--- config.mk ---
export PLATFORM = sky130hd
export DESIGN_NAME = spt_split_timer_control
export DESIGN_NICKNAME = d
export VERILOG_FILES = /design/src/shared/spt_pkg.sv /design/src/hdl/spt_down_counter.sv /design/src/hdl/spt_prescaler.sv /design/src/hdl/spt_split_timer_control.sv
export VERILOG_INCLUDE_DIRS = /design/src /design/src/shared
export SDC_FILE = /design/constraint.sdc
export NUM_CORES = 1
export LEC_CHECK = 0
export ABC_AREA = 1
export BUFFER_PORTS_ARGS = -buffer_cell sky130_fd_sc_hd__buf_4
export CORE_MARGIN = 5
export CORE_UTILIZATION = 55
export DETAILED_ROUTE_END_ITERATION = 8
export GPL_TIMING_DRIVEN = 1
export PLACE_DENSITY = 0.73
export SETUP_SLACK_MARGIN = 0.2
export SYNTH_ARGS = -nofsm -noshare
export SYNTH_HDL_FRONTEND = slang
export SYNTH_HIERARCHICAL = 1
export SYNTH_SLANG_ARGS = --single-unit
--- constraint.sdc ---
create_clock -name pclk -period 5.18 [get_ports pclk]
set_clock_uncertainty 0.1 [all_clocks]
set_input_delay 0.259 -clock pclk [delete_from_list [all_inputs] [get_ports pclk]]
set_output_delay 0.259 -clock pclk [all_outputs]
set_load 0.02 [all_outputs]
--- src/shared/spt_defs.svh ---
`ifndef SPT_DEFS_SVH
`define SPT_DEFS_SVH

// Register indices; byte address is four times the index
`define SPT_IDX_CTRL 6'h00
`define SPT_IDX_OUT_EN 6'h01
`define SPT_IDX_OUT_VAL 6'h02
`define SPT_IDX_MODE 6'h03
`define SPT_IDX_CMD_CLR 6'h04
`define SPT_IDX_CMD_SET 6'h05
`define SPT_IDX_INT_EN 6'h0a
`define SPT_IDX_INT_FLAG 6'h0b
`define SPT_IDX_LOW_CNT 6'h20
`define SPT_IDX_HIGH_CNT 6'h21
`define SPT_IDX_LOW_PER 6'h26
`define SPT_IDX_HIGH_PER 6'h27
`define SPT_IDX_LOW_CMP0 6'h28
`define SPT_IDX_HIGH_CMP0 6'h29

// Field positions
`define SPT_ENABLE_BIT 0
`define SPT_PRESCALER_SELECT_LSB 1
`define SPT_LOW_LSB 0
`define SPT_HIGH_LSB 4
`define SPT_SPLIT_BIT 0
`define SPT_COMMAND_TARGET_SELECT_LSB 0
`define SPT_CMD_LSB 2
`define SPT_LOW_UNDERFLOW_BIT 0
`define SPT_HIGH_UNDERFLOW_BIT 1
`define SPT_LCMP_LSB 4

// Reset values
`define SPT_RST_BYTE 8'h00
`define SPT_RST_PER 8'hff

// Prescaler division ratios
`define SPT_DIV1 11'h001
`define SPT_DIV2 11'h002
`define SPT_DIV4 11'h004
`define SPT_DIV8 11'h008
`define SPT_DIV16 11'h010
`define SPT_DIV64 11'h040
`define SPT_DIV256 11'h100
`define SPT_DIV1024 11'h400

`endif

--- src/shared/spt_pkg.sv ---
package spt_pkg;

    typedef enum logic [1:0] {
        spt_cmd_none = 2'b00,
        spt_cmd_reserved = 2'b01,
        spt_cmd_restart = 2'b10,
        spt_cmd_hard_reset = 2'b11
    } spt_command_t;

    typedef enum logic [1:0] {
        spt_target_none = 2'b00,
        spt_target_rsvd_a = 2'b01,
        spt_target_rsvd_b = 2'b10,
        spt_target_both = 2'b11
    } spt_target_t;

endpackage : spt_pkg

--- src/hdl/spt_down_counter.sv ---
`timescale 1ns/100ps
`include "spt_defs.svh"

module spt_down_counter #(
    parameter int W = 8
) (
    // Clock and reset
    input wire logic pclk,
    input wire logic presetn,
    // Control
    input wire logic tick,
    input wire logic restart,
    input wire logic hard_reset,
    input wire logic [W-1:0] period,
    // Software write
    input wire logic wr_en,
    input wire logic [W-1:0] wr_data,
    // Status
    output logic [W-1:0] count,
    output logic underflow
);

    logic at_bottom;

    assign at_bottom = (count == '0);
    assign underflow = tick && at_bottom && !wr_en && !hard_reset
        && !restart;

    // Software write beats every other update in the same cycle
    always_ff @(posedge pclk or negedge presetn) begin
        if (!presetn) begin
            count <= '0;
        end else if (wr_en) begin
            count <= wr_data;
        end else if (hard_reset) begin
            count <= '0;
        end else if (restart) begin
            count <= period;
        end else if (tick) begin
            count <= at_bottom ? period : W'(count - 1'b1);
        end
    end

endmodule : spt_down_counter

--- src/hdl/spt_prescaler.sv ---
`timescale 1ns/100ps
`include "spt_defs.svh"

module spt_prescaler #(
    parameter int DIV_W = 10
) (
    // Clock and reset
    input wire logic pclk,
    input wire logic presetn,
    // Control
    input wire logic run,
    input wire logic restart,
    input wire logic [2:0] select,
    // Count clock enable
    output logic tick
);

    logic [DIV_W-1:0] count;
    logic [DIV_W-1:0] mask;

    function automatic logic [DIV_W-1:0] divide_mask(input logic [2:0] sel);
        logic [10:0] ratio;
        ratio = `SPT_DIV1;
        case (sel)
            3'h0: ratio = `SPT_DIV1;
            3'h1: ratio = `SPT_DIV2;
            3'h2: ratio = `SPT_DIV4;
            3'h3: ratio = `SPT_DIV8;
            3'h4: ratio = `SPT_DIV16;
            3'h5: ratio = `SPT_DIV64;
            3'h6: ratio = `SPT_DIV256;
            3'h7: ratio = `SPT_DIV1024;
        endcase
        divide_mask = DIV_W'(ratio - 11'h001);
    endfunction : divide_mask

    assign mask = divide_mask(select);
    // Tick when all low bits under the mask are ones
    assign tick = run && ((count & mask) == mask);

    always_ff @(posedge pclk or negedge presetn) begin
        if (!presetn) begin
            count <= '0;
        end else if (restart || !run) begin
            count <= '0;
        end else begin
            count <= DIV_W'(count + 1'b1);
        end
    end

endmodule : spt_prescaler

--- src/hdl/spt_split_timer_control.sv ---
// Design decision made here: the APB slave port.
`timescale 1ns/100ps
`include "spt_defs.svh"

module spt_split_timer_control #(
    parameter int CHANNELS = 3,
    parameter int DIV_W = 10
) (
    // Clock and reset
    input wire logic pclk,
    input wire logic presetn,
    // APB slave
    input wire logic psel,
    input wire logic penable,
    input wire logic pwrite,
    input wire logic [7:0] paddr,
    input wire logic [31:0] pwdata,
    output logic [31:0] prdata,
    output logic pready,
    output logic pslverr,
    // Port output register, low channels then high channels
    input wire logic [2*CHANNELS-1:0] port_out,
    // Waveform outputs
    output logic [2*CHANNELS-1:0] waveform_pin,
    output logic [2*CHANNELS-1:0] waveform_ccl,
    // Interrupt request lines
    output logic [CHANNELS-1:0] irq_low_compare,
    output logic irq_high_underflow,
    output logic irq_low_underflow
);

    // Control state
    logic enable;
    logic [2:0] prescaler_select;
    logic split_mode_bit;
    logic [CHANNELS-1:0] low_output_enable;
    logic [CHANNELS-1:0] high_output_enable;
    logic [CHANNELS-1:0] low_output_override_value;
    logic [CHANNELS-1:0] high_output_override_value;
    logic [1:0] command_target_select;
    logic [CHANNELS-1:0] low_compare_interrupt_en;
    logic high_underflow_en;
    logic low_underflow_en;
    logic [CHANNELS-1:0] low_compare_interrupt;
    logic high_underflow;
    logic low_underflow;
    logic [7:0] low_period;
    logic [7:0] high_period;
    logic [7:0] low_compare [CHANNELS];
    logic [7:0] high_compare [CHANNELS];
    logic [CHANNELS-1:0] low_wave;
    logic [CHANNELS-1:0] high_wave;
    logic pslverr_q;

    // Counter state
    logic [7:0] low_counter_value;
    logic [7:0] high_counter_value;
    logic low_bottom;
    logic high_bottom;
    logic count_tick;

    function automatic logic index_hit(input logic [7:0] addr,
                                       input logic [5:0] idx);
        index_hit = (addr[1:0] == 2'b00) && (addr[7:2] == idx);
    endfunction : index_hit

    // Bus decode
    wire wr_access = psel && penable && pwrite;
    wire rd_setup = psel && !penable;
    wire wr_ctrl = wr_access && index_hit(paddr, `SPT_IDX_CTRL);
    wire wr_out_en = wr_access && index_hit(paddr, `SPT_IDX_OUT_EN);
    wire wr_out_val = wr_access && index_hit(paddr, `SPT_IDX_OUT_VAL);
    wire wr_mode = wr_access && index_hit(paddr, `SPT_IDX_MODE);
    wire wr_cmd_clr = wr_access && index_hit(paddr, `SPT_IDX_CMD_CLR);
    wire wr_cmd_set = wr_access && index_hit(paddr, `SPT_IDX_CMD_SET);
    wire wr_int_en = wr_access && index_hit(paddr, `SPT_IDX_INT_EN);
    wire wr_int_flag = wr_access && index_hit(paddr, `SPT_IDX_INT_FLAG);
    wire wr_low_cnt = wr_access && index_hit(paddr, `SPT_IDX_LOW_CNT);
    wire wr_high_cnt = wr_access && index_hit(paddr, `SPT_IDX_HIGH_CNT);
    wire wr_low_per = wr_access && index_hit(paddr, `SPT_IDX_LOW_PER);
    wire wr_high_per = wr_access && index_hit(paddr, `SPT_IDX_HIGH_PER);
    wire [7:0] wbyte = pwdata[7:0];

    // Commands act only when both counters are targeted
    wire [1:0] cmd_target = command_target_select
        | wbyte[`SPT_COMMAND_TARGET_SELECT_LSB +: 2];
    wire [1:0] cmd_code = wbyte[`SPT_CMD_LSB +: 2];
    wire cmd_valid = wr_cmd_set
        && (cmd_target == spt_pkg::spt_target_both);
    wire restart_pulse = cmd_valid
        && (cmd_code == spt_pkg::spt_cmd_restart);
    wire hard_reset_pulse = cmd_valid && !enable
        && (cmd_code == spt_pkg::spt_cmd_hard_reset);

    // Split counting only while enabled and split selected
    wire running = enable && split_mode_bit;

    spt_prescaler #(
        .DIV_W(DIV_W)
    ) u_prescaler (
        .pclk(pclk),
        .presetn(presetn),
        .run(running),
        .restart(restart_pulse),
        .select(prescaler_select),
        .tick(count_tick)
    );

    spt_down_counter #(
        .W(8)
    ) u_low_counter (
        .pclk(pclk),
        .presetn(presetn),
        .tick(count_tick),
        .restart(restart_pulse),
        .hard_reset(hard_reset_pulse),
        .period(low_period),
        .wr_en(wr_low_cnt),
        .wr_data(wbyte),
        .count(low_counter_value),
        .underflow(low_bottom)
    );

    spt_down_counter #(
        .W(8)
    ) u_high_counter (
        .pclk(pclk),
        .presetn(presetn),
        .tick(count_tick),
        .restart(restart_pulse),
        .hard_reset(hard_reset_pulse),
        .period(high_period),
        .wr_en(wr_high_cnt),
        .wr_data(wbyte),
        .count(high_counter_value),
        .underflow(high_bottom)
    );

    // Control registers
    always_ff @(posedge pclk or negedge presetn) begin
        if (!presetn) begin
            enable <= 1'b0;
            prescaler_select <= 3'h0;
        end else if (wr_ctrl) begin
            enable <= wbyte[`SPT_ENABLE_BIT];
            prescaler_select <= wbyte[`SPT_PRESCALER_SELECT_LSB +: 3];
        end
    end

    always_ff @(posedge pclk or negedge presetn) begin
        if (!presetn) begin
            low_output_enable <= '0;
            high_output_enable <= '0;
        end else if (wr_out_en) begin
            low_output_enable <= wbyte[`SPT_LOW_LSB +: CHANNELS];
            high_output_enable <= wbyte[`SPT_HIGH_LSB +: CHANNELS];
        end
    end

    always_ff @(posedge pclk or negedge presetn) begin
        if (!presetn) begin
            low_output_override_value <= '0;
            high_output_override_value <= '0;
        end else if (wr_out_val) begin
            low_output_override_value <= wbyte[`SPT_LOW_LSB +: CHANNELS];
            high_output_override_value <= wbyte[`SPT_HIGH_LSB +: CHANNELS];
        end
    end

    always_ff @(posedge pclk or negedge presetn) begin
        if (!presetn) begin
            split_mode_bit <= 1'b0;
        end else if (wr_mode) begin
            split_mode_bit <= wbyte[`SPT_SPLIT_BIT];
        end
    end

    // Set and clear views of the target field; no read-modify-write
    always_ff @(posedge pclk or negedge presetn) begin
        if (!presetn) begin
            command_target_select <= 2'h0;
        end else if (wr_cmd_set) begin
            command_target_select <= cmd_target;
        end else if (wr_cmd_clr) begin
            command_target_select <= command_target_select
                & ~wbyte[`SPT_COMMAND_TARGET_SELECT_LSB +: 2];
        end
    end

    always_ff @(posedge pclk or negedge presetn) begin
        if (!presetn) begin
            low_compare_interrupt_en <= '0;
            high_underflow_en <= 1'b0;
            low_underflow_en <= 1'b0;
        end else if (wr_int_en) begin
            low_compare_interrupt_en <= wbyte[`SPT_LCMP_LSB +: CHANNELS];
            high_underflow_en <= wbyte[`SPT_HIGH_UNDERFLOW_BIT];
            low_underflow_en <= wbyte[`SPT_LOW_UNDERFLOW_BIT];
        end
    end

    // Period registers; a hard reset restores them
    always_ff @(posedge pclk or negedge presetn) begin
        if (!presetn) begin
            low_period <= `SPT_RST_PER;
            high_period <= `SPT_RST_PER;
        end else begin
            if (wr_low_per) begin
                low_period <= wbyte;
            end else if (hard_reset_pulse) begin
                low_period <= `SPT_RST_PER;
            end
            if (wr_high_per) begin
                high_period <= wbyte;
            end else if (hard_reset_pulse) begin
                high_period <= `SPT_RST_PER;
            end
        end
    end

    // Per-channel compare registers, match flags and waveforms
    logic [CHANNELS-1:0] low_match;
    logic [CHANNELS-1:0] high_match;

    for (genvar n = 0; n < CHANNELS; n++) begin : g_channel
        wire wr_low_cmp = wr_access
            && index_hit(paddr, 6'(`SPT_IDX_LOW_CMP0 + 2 * n));
        wire wr_high_cmp = wr_access
            && index_hit(paddr, 6'(`SPT_IDX_HIGH_CMP0 + 2 * n));

        assign low_match[n] = count_tick
            && (low_counter_value == low_compare[n]);
        assign high_match[n] = count_tick
            && (high_counter_value == high_compare[n]);

        always_ff @(posedge pclk or negedge presetn) begin
            if (!presetn) begin
                low_compare[n] <= `SPT_RST_BYTE;
                high_compare[n] <= `SPT_RST_BYTE;
            end else begin
                if (wr_low_cmp) begin
                    low_compare[n] <= wbyte;
                end else if (hard_reset_pulse) begin
                    low_compare[n] <= `SPT_RST_BYTE;
                end
                if (wr_high_cmp) begin
                    high_compare[n] <= wbyte;
                end else if (hard_reset_pulse) begin
                    high_compare[n] <= `SPT_RST_BYTE;
                end
            end
        end

        // Waveform set at match, cleared at bottom; tracks value when idle
        always_ff @(posedge pclk or negedge presetn) begin
            if (!presetn) begin
                low_wave[n] <= 1'b0;
                high_wave[n] <= 1'b0;
            end else if (!enable) begin
                low_wave[n] <= low_output_override_value[n];
                high_wave[n] <= high_output_override_value[n];
            end else if (restart_pulse) begin
                low_wave[n] <= 1'b0;
                high_wave[n] <= 1'b0;
            end else begin
                if (count_tick && low_counter_value == low_compare[n]) begin
                    low_wave[n] <= 1'b1;
                end else if (low_bottom) begin
                    low_wave[n] <= 1'b0;
                end
                if (high_match[n]) begin
                    high_wave[n] <= 1'b1;
                end else if (high_bottom) begin
                    high_wave[n] <= 1'b0;
                end
            end
        end

        // Stopped timer shows the value bits directly
        wire low_cmp_out = enable ? low_wave[n]
            : low_output_override_value[n];
        wire high_cmp_out = enable ? high_wave[n]
            : high_output_override_value[n];

        // Pad takes timer output only in split mode where enabled, else port value
        assign waveform_pin[n] = (split_mode_bit && low_output_enable[n])
            ? low_cmp_out : port_out[n];
        assign waveform_pin[n+CHANNELS] =
            (split_mode_bit && high_output_enable[n])
            ? high_cmp_out : port_out[n+CHANNELS];
        assign waveform_ccl[n] = low_cmp_out;
        assign waveform_ccl[n+CHANNELS] = high_cmp_out;
    end

    // Sticky flags; a new event beats a clear in the same cycle
    wire [7:0] flag_clear = wr_int_flag ? wbyte : 8'h00;
    // Only a real count match sets a compare flag, not bottom itself
    wire [CHANNELS-1:0] low_cmp_event = low_match;

    always_ff @(posedge pclk or negedge presetn) begin
        if (!presetn) begin
            low_compare_interrupt <= '0;
            high_underflow <= 1'b0;
            low_underflow <= 1'b0;
        end else begin
            low_compare_interrupt <= (low_compare_interrupt
                & ~flag_clear[`SPT_LCMP_LSB +: CHANNELS])
                | low_cmp_event;
            high_underflow <= (high_underflow
                & ~flag_clear[`SPT_HIGH_UNDERFLOW_BIT]) | high_bottom;
            low_underflow <= (low_underflow
                & ~flag_clear[`SPT_LOW_UNDERFLOW_BIT]) | low_bottom;
        end
    end

    assign irq_low_compare = low_compare_interrupt
        & low_compare_interrupt_en;
    assign irq_high_underflow = high_underflow && high_underflow_en;
    assign irq_low_underflow = low_underflow && low_underflow_en;

    // Read selection
    logic [7:0] read_byte;
    logic read_mapped;
    logic [7:0] cmp_byte;
    logic cmp_hit;

    always_comb begin
        cmp_byte = 8'h00;
        cmp_hit = 1'b0;
        for (int n = 0; n < CHANNELS; n++) begin
            if (index_hit(paddr, 6'(`SPT_IDX_LOW_CMP0 + 2 * n))) begin
                cmp_byte = low_compare[n];
                cmp_hit = 1'b1;
            end
            if (index_hit(paddr, 6'(`SPT_IDX_HIGH_CMP0 + 2 * n))) begin
                cmp_byte = high_compare[n];
                cmp_hit = 1'b1;
            end
        end
    end

    always_comb begin
        read_byte = 8'h00;
        read_mapped = 1'b1;
        if (paddr[1:0] != 2'b00) begin
            read_mapped = 1'b0;
        end else if (cmp_hit) begin
            read_byte = cmp_byte;
        end else begin
            case (paddr[7:2])
                `SPT_IDX_CTRL: begin
                    read_byte[`SPT_ENABLE_BIT] = enable;
                    read_byte[`SPT_PRESCALER_SELECT_LSB +: 3] = prescaler_select;
                end
                `SPT_IDX_OUT_EN: begin
                    read_byte[`SPT_LOW_LSB +: CHANNELS] = low_output_enable;
                    read_byte[`SPT_HIGH_LSB +: CHANNELS] = high_output_enable;
                end
                `SPT_IDX_OUT_VAL: begin
                    read_byte[`SPT_LOW_LSB +: CHANNELS] =
                        low_output_override_value;
                    read_byte[`SPT_HIGH_LSB +: CHANNELS] =
                        high_output_override_value;
                end
                `SPT_IDX_MODE: read_byte[`SPT_SPLIT_BIT] = split_mode_bit;
                // Command bits stay zero on read
                `SPT_IDX_CMD_CLR, `SPT_IDX_CMD_SET: begin
                    read_byte[`SPT_COMMAND_TARGET_SELECT_LSB +: 2] =
                        command_target_select;
                end
                `SPT_IDX_INT_EN: begin
                    read_byte[`SPT_LCMP_LSB +: CHANNELS] =
                        low_compare_interrupt_en;
                    read_byte[`SPT_HIGH_UNDERFLOW_BIT] = high_underflow_en;
                    read_byte[`SPT_LOW_UNDERFLOW_BIT] = low_underflow_en;
                end
                `SPT_IDX_INT_FLAG: begin
                    read_byte[`SPT_LCMP_LSB +: CHANNELS] =
                        low_compare_interrupt;
                    read_byte[`SPT_HIGH_UNDERFLOW_BIT] = high_underflow;
                    read_byte[`SPT_LOW_UNDERFLOW_BIT] = low_underflow;
                end
                `SPT_IDX_LOW_CNT: read_byte = low_counter_value;
                `SPT_IDX_HIGH_CNT: read_byte = high_counter_value;
                `SPT_IDX_LOW_PER: read_byte = low_period;
                `SPT_IDX_HIGH_PER: read_byte = high_period;
                default: read_mapped = 1'b0;
            endcase
        end
    end

    // Data captured in setup, so access needs no wait state
    always_ff @(posedge pclk or negedge presetn) begin
        if (!presetn) begin
            prdata <= 32'h0000_0000;
            pslverr_q <= 1'b0;
        end else if (rd_setup) begin
            prdata <= {24'h00_0000, read_byte};
            pslverr_q <= !read_mapped;
        end
    end

    assign pready = 1'b1;
    assign pslverr = pslverr_q && psel && penable;

endmodule : spt_split_timer_control

=== Word level (Yosys, flattened, before mapping) ===
Memory sizes are Yosys's and may differ from the RTL's.
Index checks and enable logic that the tools add are counted.

* ROM bits: 64
* Word-level logic and storage cells: 260
* Output and inout bits: 51
* Input port bits: 51
* Bits in registers: 134
* Memories: 1

{| class="wikitable"
|+ Memory list
! memory !! words !! bits a word !! rd ports !! clocked after Yosys merged registers in !! write ports !! RTL line !! text
|-
| (no name shown) || 8 || 8 || 1 || 0 || 0 || spt_prescaler.sv:24 || <nowiki>case (sel)</nowiki>
|}

* Reduce and logical (&&, ||, !) cells: 96
* Muxes and demuxes: 79
* Add/subtract/negate cells: 4
* Bitwise operators: 14
* Equal/unequal tests: 33

{| class="wikitable"
|+ Operator list
! cell !! number
|-
| $mux 8 || 28
|-
| $logic_and 1x1->1 || 69
|-
| $eq 6x6->1 const B || 10
|-
| $eq 8x8->1 || 6
|-
| $mux 1 || 41
|-
| $ne 4x1->1 const B || 6
|-
| $pmux 3 s8 || 1
|-
| $reduce_bool 2->1 || 10
|-
| $logic_not 8->1 || 2
|-
| $sub 8x1->8 const B || 2
|-
| $eq 6x2->1 const B || 2
|-
| $eq 6x3->1 const B || 2
|-
| $eq 6x4->1 const B || 2
|-
| $reduce_or 12->1 || 1
|-
| $pmux 1 s11 || 1
|-
| $add 10x1->10 const B || 1
|-
| $and 10x10->10 || 1
|-
| $eq 10x10->1 || 1
|-
| $mux 10 || 1
|-
| $pmux 1 s10 || 1
|-
| $sub 10x1->10 const B || 1
|-
| $logic_not 1->1 || 8
|-
| $reduce_bool 4->1 || 2
|-
| $mux 7 || 1
|-
| 19 further kinds || 26
|}

=== Longest topological paths before layout ===
Gate-level depths: netlist (run 1).

* Depth in word-level cells: 13
* Gate-level depth with buffers: 15
* Depth with buffers taken out: 15

=== Hierarchy ===
The synthesis (run 1) kept the hierarchy.

{| class="wikitable"
|+ Modules (own cells, without submodules)
! module !! cells an instance !! area each (um^2) !! instances
|-
| spt_split_timer_control || 940 || 6,680.2 || 1
|-
| spt_down_counter || 104 || 673.1 || 2
|-
| spt_prescaler || 82 || 579.3 || 1
|}

=== Worst setup path after synthesis (run 1) ===
No wires, ideal clock.

* Path kind: input to register
* From: input paddr[6]
* To: register low_wave[2]
* Arrival time: 2.457 ns
* Path slack: 2.558 ns
* Required time: 5.015 ns
* Library setup time: 0.065 ns
* Stages: 12
* Path through: nor2_2 buf_2 nand3_1 nor2_1 nand3_1 nor3_1 inv_1 nand3_1 nor3_1 nor2_1 nand3_1 nand2_1

* Elaborated cells between the ends (all ways): 19

{| class="wikitable"
|+ RTL lines
! what !! RTL line !! text
|-
| start: declaration || spt_split_timer_control.sv:16 || <nowiki>input wire logic [7:0] paddr,</nowiki>
|-
| $eq 6x3->1 || spt_split_timer_control.sv:64 || <nowiki>index_hit = (addr[1:0] == 2'b00) && (addr[7:2] == idx);</nowiki>
|-
| $logic_and 1x1->1 || spt_split_timer_control.sv:64 ||
|-
| $logic_and 1x1->1 || spt_split_timer_control.sv:75 || <nowiki>wire wr_cmd_set = wr_access && index_hit(paddr, `SPT_IDX_CMD_SET);</nowiki>
|-
| $logic_and 1x1->1 || spt_split_timer_control.sv:89 || <nowiki>&& (cmd_target == spt_pkg::spt_target_both);</nowiki>
|-
| $logic_and 1x1->1 || spt_split_timer_control.sv:91 || <nowiki>&& (cmd_code == spt_pkg::spt_cmd_restart);</nowiki>
|-
| net restart_pulse || spt_split_timer_control.sv:90 || <nowiki>wire restart_pulse = cmd_valid</nowiki>
|-
| $logic_not 1->1 || spt_down_counter.sv:27 || <nowiki>&& !restart;</nowiki>
|-
| $logic_and 1x1->1 || spt_down_counter.sv:27 ||
|-
| net low_bottom || spt_split_timer_control.sv:58 || <nowiki>logic low_bottom;</nowiki>
|-
| $ne 4x1->1 (no line) || - ||
|-
| end signal: indexed assignment || spt_split_timer_control.sv:260 || <nowiki>low_wave[n] <= low_output_override_value[n];</nowiki>
|-
| end: declaration || spt_split_timer_control.sv:51 || <nowiki>logic [CHANNELS-1:0] low_wave;</nowiki>
|}

The timed path passes the listed nets, and every way through them passes these cells.
A chain may end at the register's enable or synchronous reset.

=== Worst setup path in the final report (run 1) ===
* From: register u_prescaler.count[0]
* To: register high_wave[1]

* Cells in the longest elaborated chain, start to end: 8
* Elaborated cells between the ends (all ways): 12

{| class="wikitable"
|+ RTL lines
! what !! RTL line !! text
|-
| start: declaration || spt_prescaler.sv:18 || <nowiki>logic [DIV_W-1:0] count;</nowiki>
|-
| start signal: assignment || spt_prescaler.sv:47 || <nowiki>count <= DIV_W'(count + 1'b1);</nowiki>
|-
| $and 10x10->10 || spt_prescaler.sv:39 || <nowiki>assign tick = run && ((count & mask) == mask);</nowiki>
|-
| $eq 10x10->1 || spt_prescaler.sv:39 ||
|-
| $logic_and 1x1->1 || spt_prescaler.sv:39 ||
|-
| net count_tick || spt_split_timer_control.sv:60 || <nowiki>logic count_tick;</nowiki>
|-
| $logic_and 1x1->1 (3 in a row) || spt_down_counter.sv:26 || <nowiki>assign underflow = tick && at_bottom && !wr_en && !hard_reset</nowiki>
|-
| $logic_and 1x1->1 || spt_down_counter.sv:27 ||
|-
| net high_bottom || spt_split_timer_control.sv:59 || <nowiki>logic high_bottom;</nowiki>
|-
| $ne 4x1->1 (no line) || - ||
|-
| end signal: indexed assignment || spt_split_timer_control.sv:261 || <nowiki>high_wave[n] <= high_output_override_value[n];</nowiki>
|-
| end: declaration || spt_split_timer_control.sv:52 || <nowiki>logic [CHANNELS-1:0] high_wave;</nowiki>
|}

The timed path passes the listed nets, and every way through them passes these cells.

==> run metrics, run 1 <==
result of the run finished, final reports clean; cell breakdown of the critical path inv_1, nor2_4, nand2_2, nand2_1, nand3_1, nor2_1, nand3_1, nor3_1, inv_1, nand2_1, nand2_1, nand2_1, nand2_1; sum of net half-perimeters after detailed placement 20200 um; final antenna diode count 0; most common library cell in the layout ignoring fill and taps sky130_fd_sc_hd__nand2_1; initial antenna violation count 0; drt drc 0; sum of overflow across all layers after global routing 0; total I/O pin count roughly 100; worst slew margin relative to its limit 35.6%; global routing usage summed across all routing layers 30.7%; Tmin final slightly below 3000 ps; number of routed nets with antenna violations 0; Setup Total Neg Slack 0 ps; setup repair after global routing missed its margin false; number of standard cells after synthesis 1230; Pre-Repair DR Iteration Count 5; DR vias between 8000 and 9000; Final setup viols 0; Horiz. Die Dim ~140 um; element type at the critical path start register; max-slew violations 0; number of resized instances in the post-cts repair step 0; synthesized area divided by synthesized cell count 7.00 um2; total of hold buffers inserted after clock tree synthesis 3; Net count, final 1332; layout cell share with drive strength beyond 1 13.3%; clock share of power a little under two fifths; areal power density over the cells ~330 nW/um2; number of setup buffers added after CTS 0; share of the clock period used by the worst path after layout 56.6%; maximum resistive drop on vdd about 450 uV; power share of the sequential group 40.6%; sequential element share of the synthesized area 39.2%; clock tree root driver cell sky130_fd_sc_hd__clkbuf_16; Layout fillers approximately 1400; number of sinks on the clock net 134; die outline area about 18000 um2; core region area about 15000 um2; Hold WC Path Type input pin to register; Internal Power 2.10 mW; per-cell routed wire length approximately 19 um; Netlist Area Pre-Place approximately 8600 um2; Crit path max-delay family simple AND/OR/NAND/NOR gates; final instance count without filler cells 1500; Slew @ Worst Pin 964 ps; final hold vios 0; number of max-cap violations 0; commonest cells after routing, fill and taps aside 308 x sky130_fd_sc_hd__nand2_1, 165 x sky130_fd_sc_hd__nor2_1, 144 x sky130_fd_sc_hd__inv_1; worst-path cell with the longest stage delay sky130_fd_sc_hd__nor3_1; Final Wtd Congestion 1.04; initial drt markers 1133; count of synthesis-stage warnings from yosys 6; Clock Latency Late Sink approximately 430 ps; die boundary height 135 um; area delta synth->final 11.9%; total placed cells including tap cells 1465; number of port buffers 52; Data arrival, critical path 3150 ps; final-layout worst hold slack 14.9 ps; post-place instance area 9020 um2; Crit Path Max Fanout 6; Highest Clock Rate 341 MHz; largest net degree at the start of global routing 87; highest cell delay on the worst timing path 690 ps; leakage power summed over all cells 4.91 nW; number of placement rows 45; vias in the first global route 7720; wire length of the first global-routing pass 42600 um; capturing element type of the critical path register; post-route cell area 9630 um2; overall power 3.21 mW; routed via count divided by cell count 5.62; count of unique library cells instantiated by Yosys 43; CTS max path bufs 2; least setup slack across all paths after layout 2250 ps; minimum setup slack after placement around 2000 ps; cell type with the highest occurrence count on the critical path sky130_fd_sc_hd__nand2_1; fraction of power consumed by combinational cells 22.0%; post-CTS clock slew at the launch and capture registers of the worst setup and hold paths 60 ps; number of buffers added by the clock tree synthesis step 17; starting density of the core 56.4%; drt total wl 27800 um; internal reg-to-reg setup slack 2250 ps; required time of the critical path 5400 ps; class of the most critical setup path register to register; final cell utilization of the core between 60% and 70%; Synth Register Bits ~130; Psw around 1.1 mW; worst path buffer plus inverter count 2; H-Tree Level Count 4; net switching share of the total power 34.5%; clock tree from TritonCTS built
## worst paths after layout
kind	startpoint	to	depth (start not counted)
min in group asynchronous	presetn	u_prescaler/count[8]$_DFF_PN0_	2
setup reg to reg	u_prescaler/count[0]$_DFF_PN0_	high_wave[1]$_DFFE_PN0P_	13
max in group asynchronous	presetn	low_compare[19]$_DFFE_PN0P_	3
hold reg to reg	prdata[0]$_DFFE_PN0P_	prdata[0]$_DFFE_PN0P_	2
setup / recovery	u_prescaler/count[0]$_DFF_PN0_	high_wave[1]$_DFFE_PN0P_	13
hold / removal	pwdata[6]	high_period[6]$_DFFE_PN1P_	3
## cells in the mapped netlist, drive strengths merged
cell type	n	area, um2
a211oi	1	7.51
a21oi	59	295
a31oi	1	6.26
a41oi	4	35.0
and3	1	6.26
buf	43	312
clkbuf	11	41.3
clkinv	3	11.3
conb	2	7.51
dfrtp	118	2950
dfstp	16	420
ha	5	62.6
inv	157	597
mux2	2	22.5
mux2i	1	10.0
nand2	331	1350
nand3	93	465
nand4	13	81.3
nor2	191	845
nor3	15	97.6
nor4	2	12.5
o2111ai	1	8.76
o211ai	1	7.51
o21ai	85	433
o22ai	50	313
or2	3	23.8
xnor2	8	70.1
xor2	13	114
## worst reg2reg max path, cell delays in order, from the launching register on
cell	delay, ps
sky130_fd_sc_hd__dfrtp_1	440
sky130_fd_sc_hd__inv_1	100
sky130_fd_sc_hd__nor2_4	170
sky130_fd_sc_hd__nand2_2	80
sky130_fd_sc_hd__nand2_1	60
sky130_fd_sc_hd__nand3_1	60
sky130_fd_sc_hd__nor2_1	510
sky130_fd_sc_hd__nand3_1	150
sky130_fd_sc_hd__nor3_1	690
sky130_fd_sc_hd__inv_1	180
sky130_fd_sc_hd__nand2_1	100
sky130_fd_sc_hd__nand2_1	50
sky130_fd_sc_hd__nand2_1	60
sky130_fd_sc_hd__nand2_1	50
## kinds of logic (layout without fill, tap and decap cells)
family	count (synthesis)	count (layout)	share of synthesized area (%)
compound gates	202	202	12.9
xor+xnor	21	21	2.14
fa+ha+maj	5	5	0.727
buf+inv	214	250	11.2
flops	134	134	39.2
mux	3	3	0.378
other cells	2	25	0.0873
simple gates	649	649	33.5
## routing by layer
metal / wire, um / track usage, % / up-vias
li1: - / - / 4006
met3: 2810 / 6.97 / 72
met5: 0 / 0 / -
met1: 11600 / 41.9 / 3903
met4: 907 / 12.9 / 0
met2: 12600 / 47.4 / 456
## final cells by class
| cell class | count | area, um2 | share of cell area, % |
|---|---|---|---|
| multi-input cells | 905 | 4360 | 45.3 |
| well taps | 211 | 264 | 2.74 |
| flip-flops and latches | 134 | 3370 | 35.0 |
| clock inverters | 9 | 100 | 1.04 |
| clock buffers | 23 | 478 | 4.96 |
| inverters | 160 | 608 | 6.32 |
| repair buffers | 58 | 447 | 4.64 |
## state kept, by name, indices dropped and copies added (netlist names), 3 cells and up, named ones only
name,flops
u_prescaler/count,10
prdata,8
u_low_counter/count,8
low_period,8
low_wave,3
low_compare_interrupt,3
high_output_enable,3
high_period,8
high_wave,3
high_compare,24
low_output_override_value,3
low_compare_interrupt_en,3
high_output_override_value,3
u_high_counter/count,8
low_compare,24
prescaler_select,3
low_output_enable,3
## power by group through the flow
stage	registers [mW]	clock network [mW]	logic, mW
2_1_floorplan	1.22	0	0.522
3_3_place_gp	1.31	0	0.670
3_5_place_dp	1.31	0	0.681
4_1_cts	1.29	1.21	0.691
5_1_grt	1.30	1.25	0.788
6_report	1.30	1.20	0.705
Power figures use the tool's default switching activity.
==> run 2, diff against run 1 <==
- clock period: 5.18 -> 2.8 ns (I/O delays scaled with it)
==> run 2 against run 1 <==
Effect of this change:
- non-clock buffer count rose by 29
- worst hold slack improved by 21 ps
- sequential power rose by 85%
- critical path type is now register to output pin
- critical path depth fell by 8
- core utilization rose by 1.8 points
- wire length rose by 6.1%
- final cell count rose by 1.9%
- via count rose by 2.1%
- combinational power rose by 96%
- register-to-register slack got worse by 1700 ps
- design area rose by 2.8%
- worst setup slack got worse by 1900 ps
==> run metrics, run 2 (synthesis results as in run 1) <==
result of the run finished, final reports clean; vias in the first global route 8207 (+6.3%); capturing element type of the critical path output pin; class of the most critical setup path register to output pin; most common library cell in the layout ignoring fill and taps sky130_fd_sc_hd__nand2_1; layout cell share with drive strength beyond 1 14.9% (+1.6 points); areal power density over the cells 606 nW/um2 (+82%); core region area 15300 um2 (unchanged); worst slew margin relative to its limit 47.4% (+12 points); commonest cells after routing, fill and taps aside 308 x sky130_fd_sc_hd__nand2_1, 165 x sky130_fd_sc_hd__nor2_1, 144 x sky130_fd_sc_hd__inv_1; area delta synth->final 15.0%; Clock Latency Late Sink 430 ps (about the same); total placed cells including tap cells 1487 (+1.5%); required time of the critical path 2560 ps (-2840 ps); hold wc startpoint penable; Slew @ Worst Pin 788 ps (-175 ps); Setup Total Neg Slack 0 ps (unchanged); drt total wl 29500 um (+6.1%); Crit Path Max Fanout 9 (+3); launching element of the worst setup path enable$_DFFE_PN0P_; H-Tree Level Count 4 (unchanged); area taken by flip-flops and latches 3370 um2 (unchanged); initial drt markers 1165 (+2.8%); top flop regs high_compare: 24 flops, low_compare: 24 flops, u_prescaler/count: 10 flops; maximum resistive drop on vdd 591 uV (+32%); number of port buffers 52 (unchanged); Pre-Repair DR Iteration Count 7 (+2); minimum setup slack after placement 434 ps (-1610 ps); share of the clock period used by the worst path after layout between 80% and 90%; global routing usage summed across all routing layers 32.9% (+2.2 points); sum of net half-perimeters after detailed placement 21700 um (+7.6%); clock tree from TritonCTS built; Final Wtd Congestion 1.01 (-3.5%); number of buffers added by the clock tree synthesis step 17 (unchanged); final antenna diode count 0 (unchanged); per-cell routed wire length 19.3 um (+4.1%); final hold vios 0 (unchanged); number of placement rows 45 (unchanged); die outline area 18200 um2 (unchanged); number of resized instances in the post-cts repair step 0 (unchanged); total I/O pin count 102 (unchanged); r2r startpoint u_prescaler/count[0]$_DFF_PN0_; number of setup buffers added after CTS 0 (unchanged); number of max-cap violations 0 (unchanged); element type at the critical path start register; wire length of the first global-routing pass 45500 um (+6.9%); Data arrival, critical path 2230 ps (-920 ps); Layout fillers 1413 (+2.2%); post-CTS clock slew at the launch and capture registers of the worst setup and hold paths 60 ps (about the same); sum of overflow across all layers after global routing 0 (unchanged); CTS max path bufs 2 (unchanged); largest net degree at the start of global routing 59 (-32%); Tmin final 2470 ps; starting density of the core 56.4% (unchanged); max-slew violations 0 (unchanged); routed via count divided by cell count 5.64 (+0.21%); Highest Clock Rate 405 MHz; Final setup viols 0 (unchanged); final instance count without filler cells 1529 (+1.9%); DR vias 8618 (+2.1%); clock tree root driver cell sky130_fd_sc_hd__clkbuf_16; setup repair after global routing missed its margin false; die boundary height 135 um (unchanged); overall power 6.00 mW (+87%); initial antenna violation count 0 (unchanged); Multi-input gate area 4360 um2 (unchanged); least setup slack across all paths after layout 331 ps (-1920 ps); drt drc 0 (unchanged); total of hold buffers inserted after clock tree synthesis 10 (+7); Hold WC Path Type input pin to register; number of sinks on the clock net 134 (unchanged); leakage power summed over all cells 5.04 nW (+2.8%); number of routed nets with antenna violations 0 (unchanged); Horiz. Die Dim 135 um (unchanged); Net count, final 1361 (+2.2%)
==> run 2: final timing paths <==
kind / endpoint / slack (ps) / cells past startpoint
setup reg to reg: high_wave[1]$_DFFE_PN0P_ / 570 / 15
setup / recovery: waveform_pin[3] / 330 / 5
min in group asynchronous: u_prescaler/count[0]$_DFF_PN0_ / 120 / 2
hold reg to reg: prdata[4]$_DFFE_PN0P_ / 380 / 2
hold / removal: pslverr_q$_DFFE_PN0P_ / 40 / 4
max in group asynchronous: high_period[6]$_DFFE_PN1P_ / 1750 / 3
==> run 2: cell type report <==
type / count / share of cell area [%]
clock buffer: 22 / 4.99
clock inverter: 10 / 0.961
inverter: 160 / 6.14
multi-input combinational: 905 / 44.0
sequential: 134 / 34.1
tap: 211 / 2.67
timing repair buffer: 87 / 7.14
==> run 2: per-stage QoR <==
step                      area (um2)  hold WS [ps]  utilization [%]
final                           9900          35.7             64.9
after detailed placement        9210          10.9             60.4
after CTS                       9900          30.3             64.9
after global routing            9900          72.2             64.9
after global placement          9210          17.0             60.4
after floorplan                 8690          -256                -
==> run 2: worst max-delay path, stage by stage (launching register included) <==
cell and delay, ps:
sky130_fd_sc_hd__dfrtp_1 520, sky130_fd_sc_hd__buf_4 230, sky130_fd_sc_hd__clkinv_1 240, sky130_fd_sc_hd__o21ai_0 440
sky130_fd_sc_hd__mux2_2 230, sky130_fd_sc_hd__buf_4 130
==> run 2: power breakdown <==
part | total, mW | internal (mW) | switching (mW)
sequential | 2.41 | 2.06 | 0.352
combinational | 1.38 | 0.483 | 0.892
clock | 2.22 | 1.34 | 0.881
total | 6.00 | 3.88 | 2.12
==> run 2: layer usage <==
| metal | global-route usage [%] | share of wire, % |
|---|---|---|
| met1 | 44.9 | 41 |
| met2 | 50.5 | 45 |
| met3 | 6.97 | 10 |
| met4 | 15.0 | 4.5 |
| met5 | 0 | 0 |
